File: src/rtl/fss_pkg.sv
// package for the fault status summary block: command codes, bit positions,
// reset values and the struct that carries the fault detector inputs.
// assumes nothing beyond a SystemVerilog compiler.
package fss_pkg;
    // command codes as seen by the management bus transaction layer
    localparam logic [7:0] CMD_CLEAR_FAULTS = 8'h03;
    localparam logic [7:0] CMD_STATUS_BYTE = 8'h78;
    localparam logic [7:0] CMD_STATUS_WORD = 8'h79;

    // reset values
    localparam logic [15:0] STATUS_WORD_RESET = 16'h0000;
    localparam logic [5:0] STICKY_RESET = 6'h00;

    // low byte bit positions
    localparam int LOW_BUSY = 7;
    localparam int LOW_OFF = 6;
    localparam int LOW_OV = 5;
    localparam int LOW_OC = 4;
    localparam int LOW_UV = 3;
    localparam int LOW_OT = 2;
    localparam int LOW_CML = 1;
    localparam int LOW_OTHER = 0;

    // high byte bit positions
    localparam int HIGH_VOUT = 7;
    localparam int HIGH_IOUT = 6;
    localparam int HIGH_PGOOD_N = 3;

    // sticky vector slots
    localparam int STK_BUSY = 5;
    localparam int STK_OV = 4;
    localparam int STK_OC = 3;
    localparam int STK_OT = 2;
    localparam int STK_CML = 1;
    localparam int STK_OTHER = 0;
    localparam int STK_WIDTH = 6;

    // raw fault indications from the detectors, asynchronous to mclk
    typedef struct packed {
        logic busyFault;
        logic notSwitching;
        logic absOvpTrip;
        logic normOvpTrip;
        logic ocShutdown;
        logic otShutdown;
        logic commsFault;
        logic logicFault;
        logic otherFault;
        logic [7:0] voutDetail;
        logic [7:0] ioutDetail;
        logic powerGoodOutput;
    } fss_fault_s;
endpackage

File: src/rtl/fss_sticky_flags.sv
// vector of sticky flags: set by hardware, cleared by one clear strobe.
// assumes set and clear are synchronous to mclk.
`timescale 1ns/1ps
`default_nettype none
module fss_sticky_flags #(
    parameter int WIDTH = 6,
    parameter logic [WIDTH-1:0] RESET_VALUE = '0
) (
    input wire logic mclk,
    input wire logic reset_n,
    input wire logic [WIDTH-1:0] setIn,
    input wire logic clearAll,
    output logic [WIDTH-1:0] flags
);
    logic [WIDTH-1:0] flags_reg;
    logic [WIDTH-1:0] flags_next;

    // set wins over clear so a fault still present re-asserts at once
    always_comb begin
        flags_next = (clearAll ? '0 : flags_reg) | setIn;
    end

    always_ff @(posedge mclk or negedge reset_n) begin
        if (!reset_n) begin
            flags_reg <= RESET_VALUE;
        end else begin
            flags_reg <= flags_next;
        end
    end

    assign flags = flags_reg;
endmodule // fss_sticky_flags
`default_nettype wire

File: src/rtl/fss_status_regs.sv
// fault status summary: status byte and status word behind command codes.
// assumes the bus transaction layer runs on mclk and the fault detectors do not.
`timescale 1ns/1ps
`default_nettype none
module fss_status_regs (
    input wire logic mclk,
    input wire logic reset_n,
    input wire fss_pkg::fss_fault_s faultIn,
    input wire logic cmdValid,
    input wire logic cmdWrite,
    input wire logic [7:0] cmdCode,
    output logic [15:0] readData,
    output logic readValid,
    output logic [15:0] statusWord
);
    localparam int FW = $bits(fss_pkg::fss_fault_s);
    // power good synchroniser resets to good so the word reads zero
    localparam logic [FW-1:0] SYNC_RESET = FW'(1);

    // synchroniser stages, read answer and status assembly
    fss_pkg::fss_fault_s syncA_reg;
    fss_pkg::fss_fault_s syncB_reg;
    logic [15:0] readData_reg;
    logic [15:0] readData_next;
    logic readValid_reg;
    logic readValid_next;
    logic clearCmd;
    logic readCmd;
    logic [5:0] stickySet;
    logic [5:0] sticky;
    logic [7:0] lowByte;
    logic [7:0] highByte;

    // two-stage synchroniser; only the second stage feeds any logic
    // detail vectors are only summarised bit by bit, so skew between bits
    // delays a summary by a cycle at most; no handshake is needed
    always_ff @(posedge mclk or negedge reset_n) begin
        if (!reset_n) begin
            syncA_reg <= SYNC_RESET;
            syncB_reg <= SYNC_RESET;
        end else begin
            syncA_reg <= faultIn;
            syncB_reg <= syncA_reg;
        end
    end

    // command decode from the transaction layer
    // write codes other than clear fall through with no effect
    assign clearCmd = cmdValid && cmdWrite && (cmdCode == fss_pkg::CMD_CLEAR_FAULTS);
    assign readCmd = cmdValid && !cmdWrite;

    // latched fault causes
    // a cause lasting one synchronised cycle is enough to latch
    always_comb begin
        stickySet = '0;
        stickySet[fss_pkg::STK_BUSY] = syncB_reg.busyFault;
        stickySet[fss_pkg::STK_OV] = syncB_reg.absOvpTrip | syncB_reg.normOvpTrip;
        stickySet[fss_pkg::STK_OC] = syncB_reg.ocShutdown;
        stickySet[fss_pkg::STK_OT] = syncB_reg.otShutdown;
        stickySet[fss_pkg::STK_CML] = syncB_reg.commsFault | syncB_reg.logicFault;
        stickySet[fss_pkg::STK_OTHER] = syncB_reg.otherFault;
    end

    // one shared clear strobe; set wins inside the flag module
    fss_sticky_flags #(
        .WIDTH(fss_pkg::STK_WIDTH),
        .RESET_VALUE(fss_pkg::STICKY_RESET)
    ) fss_sticky_flags_inst (
        .mclk(mclk),
        .reset_n(reset_n),
        .setIn(stickySet),
        .clearAll(clearCmd),
        .flags(sticky)
    );

    // status assembly; summary bits are live since the detail registers latch
    always_comb begin
        lowByte = 8'h00;
        lowByte[fss_pkg::LOW_BUSY] = sticky[fss_pkg::STK_BUSY];
        lowByte[fss_pkg::LOW_OFF] = syncB_reg.notSwitching;
        lowByte[fss_pkg::LOW_OV] = sticky[fss_pkg::STK_OV];
        lowByte[fss_pkg::LOW_OC] = sticky[fss_pkg::STK_OC];
        lowByte[fss_pkg::LOW_UV] = 1'b0;
        lowByte[fss_pkg::LOW_OT] = sticky[fss_pkg::STK_OT];
        lowByte[fss_pkg::LOW_CML] = sticky[fss_pkg::STK_CML];
        lowByte[fss_pkg::LOW_OTHER] = sticky[fss_pkg::STK_OTHER];
        // high byte: live summaries, reserved bits left at zero
        highByte = 8'h00;
        highByte[fss_pkg::HIGH_VOUT] = |syncB_reg.voutDetail;
        highByte[fss_pkg::HIGH_IOUT] = |syncB_reg.ioutDetail;
        highByte[fss_pkg::HIGH_PGOOD_N] = ~syncB_reg.powerGoodOutput;
    end

    assign statusWord = {highByte, lowByte};

    // read answer: data captured in the request cycle, valid one cycle later
    // back-to-back reads are fine; each gets its own answer pulse
    always_comb begin
        readValid_next = readCmd;
        readData_next = readData_reg;
        if (readCmd) begin
            if (cmdCode == fss_pkg::CMD_STATUS_WORD) begin
                readData_next = statusWord;
            end else if (cmdCode == fss_pkg::CMD_STATUS_BYTE) begin
                readData_next = {8'h00, lowByte};
            end else begin
                readData_next = 16'h0000; // other codes belong to other blocks
            end
        end
    end

    // read answer registers
    always_ff @(posedge mclk or negedge reset_n) begin
        if (!reset_n) begin
            readData_reg <= fss_pkg::STATUS_WORD_RESET;
            readValid_reg <= 1'b0;
        end else begin
            readData_reg <= readData_next;
            readValid_reg <= readValid_next;
        end
    end

    // answer outputs come straight from flops
    assign readData = readData_reg;
    assign readValid = readValid_reg;
endmodule // fss_status_regs
`default_nettype wire

File: config.mk
export PLATFORM = sky130hd
export DESIGN_NAME = fss_status_regs
export DESIGN_NICKNAME = d
export VERILOG_FILES = /design/src/rtl/fss_pkg.sv /design/src/rtl/fss_sticky_flags.sv /design/src/rtl/fss_status_regs.sv
export SDC_FILE = /design/constraint.sdc
export NUM_CORES = 1
export LEC_CHECK = 0
export BUFFER_PORTS_ARGS = -buffer_cell sky130_fd_sc_hd__buf_4
export CORE_MARGIN = 2
export CORE_UTILIZATION = 52
export CTS_CLUSTER_DIAMETER = 30
export DETAILED_ROUTE_END_ITERATION = 7
export GPL_TIMING_DRIVEN = 0
export PLACE_DENSITY = 0.82
export SYNTH_ARGS = -nofsm -noshare
export SYNTH_HDL_FRONTEND = slang
export SYNTH_HIERARCHICAL = 1
export SYNTH_SLANG_ARGS = --single-unit
File: constraint.sdc
create_clock -name mclk -period 1.8 [get_ports mclk]
set_input_delay 0.09 -clock mclk [delete_from_list [all_inputs] [get_ports mclk]]
set_output_delay 0.09 -clock mclk [all_outputs]
set_load 0.1 [all_outputs]
* Word-level counts from Yosys, hierarchy flattened *
Index checks and enable logic that the tools add are counted.

word-level totals
  bits in read-only memories = 0
  memories = 0
  memory bits (writable) = 0
  output and inout port bits = 33
  latch bits = 0
  input bits = 38
  flip-flop bits (word level) = 75

cells by class
  multipliers = 0
  equal/unequal tests = 3
  reductions and logical operators = 6
  div/mod/pow operators = 0
  add/sub/neg operators = 0
  order comparisons = 0
  muxes and demuxes = 3
  shift operators = 0
  bitwise gates (word level) = 4

operator list
  cell                                                              count
  8-bit by 7-bit == test with 1-bit output (second input constant)  2
  16-bit 2-to-1 mux                                                 1
  8-bit OR reduction                                                2
  8-bit by 2-bit == test with 1-bit output (second input constant)  1
  8-bit 2-to-1 mux                                                  1
  6-bit 2-to-1 mux                                                  1
  6-bit bitwise OR                                                  1
  1-bit logical AND                                                 3
  1-bit bitwise OR                                                  2
  1-bit zero test                                                   1
  1-bit inverter                                                    1

* Longest topological paths before layout *
  depth after elaboration = 4
  mapped depth = 4
  gate-level depth less buffers = 4

* Hierarchy *
Netlist, hierarchy kept.

by module, submodules not included
  module            area an instance (µm²)  instances  cells each  sequential area each (µm²)
  fss_status_regs   1894.3                  1          105         1579.0
  fss_sticky_flags  198.9                   1          13          150.1

* Worst setup path before layout *
Ideal clock, no wire load.

  path type = register -> register
  start point = register syncB_reg[6] (netlist bit)
  end point = register readData_reg[14] (netlist: readData[14])
  arrival = 1.661 ns
  cell stages (with the launch flop) = 4
  path buffers = 0
  data required time = 1.677 ns
  period minus slack after synthesis = 1.785 ns
  library setup time = 0.123 ns
  path slack = 0.015 ns
  path through = dfrtp_1 -> nor4_1 -> nand2_1 -> a32o_1

on the way
  cells in the longest elaborated chain, start to end = 2

RTL lines
  item                      RTL line                source
  from (decl)               fss_status_regs.sv:22   fss_pkg::fss_fault_s syncB_reg;
  from (signal assigned)    fss_status_regs.sv:43   syncB_reg <= syncA_reg;
  8-bit OR reduction        fss_status_regs.sv:90   highByte[fss_pkg::HIGH_IOUT] = |syncB_reg.ioutDetail;
  named net statusWord[14]  fss_status_regs.sv:14   output logic [15:0] statusWord
  16-bit 2-to-1 mux         fss_status_regs.sv:102  if (cmdCode == fss_pkg::CMD_STATUS_WORD) begin
  to (signal assigned)      fss_status_regs.sv:115  readData_reg <= fss_pkg::STATUS_WORD_RESET;
  to (signal assigned)      fss_status_regs.sv:118  readData_reg <= readData_next;
  to (decl)                 fss_status_regs.sv:23   logic [15:0] readData_reg;

The timed path passes the listed nets, and every way through them passes these cells.
A chain may end at the register's enable or synchronous reset.

* Worst setup path after layout *
  start point = register syncB_reg[2] (netlist bit)
  end point = output port statusWord[14]

on the way
  cells in the longest elaborated chain, start to end = 1

RTL lines
  item                RTL line
  8-bit OR reduction  fss_status_regs.sv:90
  to (decl)           fss_status_regs.sv:14

No other way between the ends.

==> results.toml <==
[sta]
clock_skew_ns = 0.00345
finalCriticalPeriod_ns = 1.50
worst_slew_pin_slew_ns = 0.815
setup_total_negative_slack_ns = 0
setup_viol = 0
post-route-period-util_pct = 83.4
rsz0062_at_grt = "no"
report.final.slew_viol_count = 0
relSlewSlack_pct = 45.6
holdWs_ns = 0.0439
fmax_ghz = 0.666
hold_viol_final = 0
setup_ws_ns = 0.299

[routing]
drt-vias-per-instance = 4.60
dr.pass1.iters = 4
num_vias = 1284
drc_errors = 0
drt_iter0_drc = 30
wl_um = 4020
antenna_left = 0
wl_per_cell_um = 14.4

[layout]
drive_above_1_share_pct = 40.2
area_growth_pct = 47.2
diodes = 0
nets = 263
largest_reg_flops = 26

[logic_synthesis]
seq_area_frac_synth_pct = 82.6
yosysTopAreaCellShare_pct = 80.1
synth.distinct_cells = 19
synth.most_common_cell = "dfrtp_1"
synth_ff_type = "dfrtp_1"
synth-edff-count = 0
ys_top_cells_by_count = "dfrtp_1 (67), buf_4 (13), a22o_1 (7), a21o_1 (6), nor4_1 (5)"
synth.cell_area_um2 = 2090
ys.warnings.count = 6
ys_ff_latch = 69
async_flop_share_pct = 100
yosysTopAreaCell = "dfrtp_1"
synthCells = 118
synth_area_leaders = "dfrtp_1 (80%), buf_4 (4.7%), a22o_1 (2.9%), dfstp_2 (2.5%), a21o_1 (2.2%)"
syn_avg_cell_area_um2 = 17.7

[grt]
grt.total_usage_pct = 19.8
globalRouteMet3Util_pct = 6.00
grt_max_degree = 70
met1_usage_pct = 21.3
grt-busiest-layer = "met2"
grt_pass1_vias = 1355
grt_first_pass_wirelength_um = 6150
antenna_found_initial = 0
grt-ovfl-total = 0
met2_usage_pct = 34.9

[floorplanning]
initial_core_util_pct = 53.1
die_w_um = 67.4
io_pins = 71
rows = 23
core_area_um2 = 3940
die_h_um = 67.4
fp.dieArea_um2 = 4550

[worst_setup_path]
path_class = "reg -> out"
critPathArrivalTime_ns = 1.41
crit_path_max_incr_delay_ns = 0.36
setup.worst_path.end_class = "primary output"
cp_max_fo = 2
worst_ep_required_time_ns = 1.71
startpoint_type = "flip-flop"
slowest_stage = "dfrtp_1"
crit_chain = "nor4_1 > nand2_1 > buf_4"

[placed_design]
gp_congestion = 0.715
dpl.hpwl_um = 2440
preCtsSetupSlack_ns = 0.176
numPortBuffers = 58

[cts]
path_clk_slew_ns = 0.06
clockRootBuffer = "clkbuf_8"
cts_buffer_depth = 2
cts_tree = "yes"
insertion_delay_ns = 0.32
h-tree-depth = 3
cts_sinks = 69
cts-resized-gates = 0
numCtsBuffers = 9

[flow_run]
drv_cap = 0

[power_and_ir_drop]
power.density_nw_per_um2 = 998
cellLeakagePower_nw = 1.49
finalPower_mw = 3.07
vdd_drop_max_uv = 728

[worst_hold_path]
hold_path.class = "in -> reg"

[outcome]
status = "complete, no violations"
-- cells by family (layout without fill, tap and decap cells) --
kind of cell           Yosys count  after routing  synth area share, %
AO/OA/AOI/OAI                   16             16                 6.52
buffers and inverters           17            117                 5.38
flip-flops                      69             69                 82.6
other                            1             12                0.179
AND/OR/NAND/NOR                 15             15                 5.32
-- worst paths after layout --
check / start / to / slack, ns / cells past startpoint
max in group asynchronous: reset_n / syncA_reg[14] / 0.87 / 2
hold / removal: cmdCode[0] / readData[15] / 0.04 / 2
setup reg to reg: syncB_reg[2] / readData[14] / 0.59 / 3
min in group asynchronous: reset_n / stickySet[5] / 0.39 / 2
setup / recovery: syncB_reg[2] / statusWord[14] / 0.30 / 3
hold reg to reg: syncA_reg[25] / stickySet[5] / 0.35 / 0
-- timing repair --
| item | CTS | global route |
|---|---|---|
| hold buffers | 27 | 0 |
| hold endpoints to repair | 93 | 0 |
| buffers inserted | 0 | 0 |
-- through the flow --
step,util [%],instances,cell area (µm²)
6_report,78.1,279,3080
5_1_grt,78.1,279,3080
4_1_cts,78.1,279,3080
3_5_place_dp,66.8,237,2630
3_3_place_gp,66.8,237,2630
2_1_floorplan,-,129,2130
-- power by group --
group | leakage [nW] | total, mW | internal (mW) | switching [mW]
Combinational | 0.585 | 0.338 | 0.122 | 0.216
Clock | 0.0926 | 1.10 | 0.605 | 0.497
Sequential | 0.809 | 1.63 | 1.61 | 0.0191
-- placed cells by master (no fill, tap or decap), drive strengths merged, types with 3 or more instances in the layout --
master | Yosys | routed
a21o | 6 | 6
clkbuf | 1 | 15
buf | 13 | 71
nor4 | 5 | 5
a22o | 7 | 7
inv | 3 | 3
a32o | 3 | 3
dfrtp | 67 | 67
dlygate4sd3 | 0 | 27
conb | 1 | 12
-- layout make-up --
type,instances,area (µm²)
tap,50,62.6
clock inverter,1,5.00
multi-input combinational,43,293
clock buffer,14,173
fill,235,862
buffer,14,101
inverter,3,11.3
timing repair buffer,85,706
sequential,69,1730
-- critical path, delay by kind of cell (launching register included) --
kind / cells / cell delay [ns]
AND/OR/NAND/NOR: 2 / 0.45
buffers and inverters: 1 / 0.26
flip-flops: 1 / 0.36
-- layer usage --
metal	routed length, µm	share of wire (%)
met4	65	1.6
met3	286	7.1
met1	1510	37
met5	0	0
met2	2160	54
No activity file was read; power rests on OpenSTA's default activity.
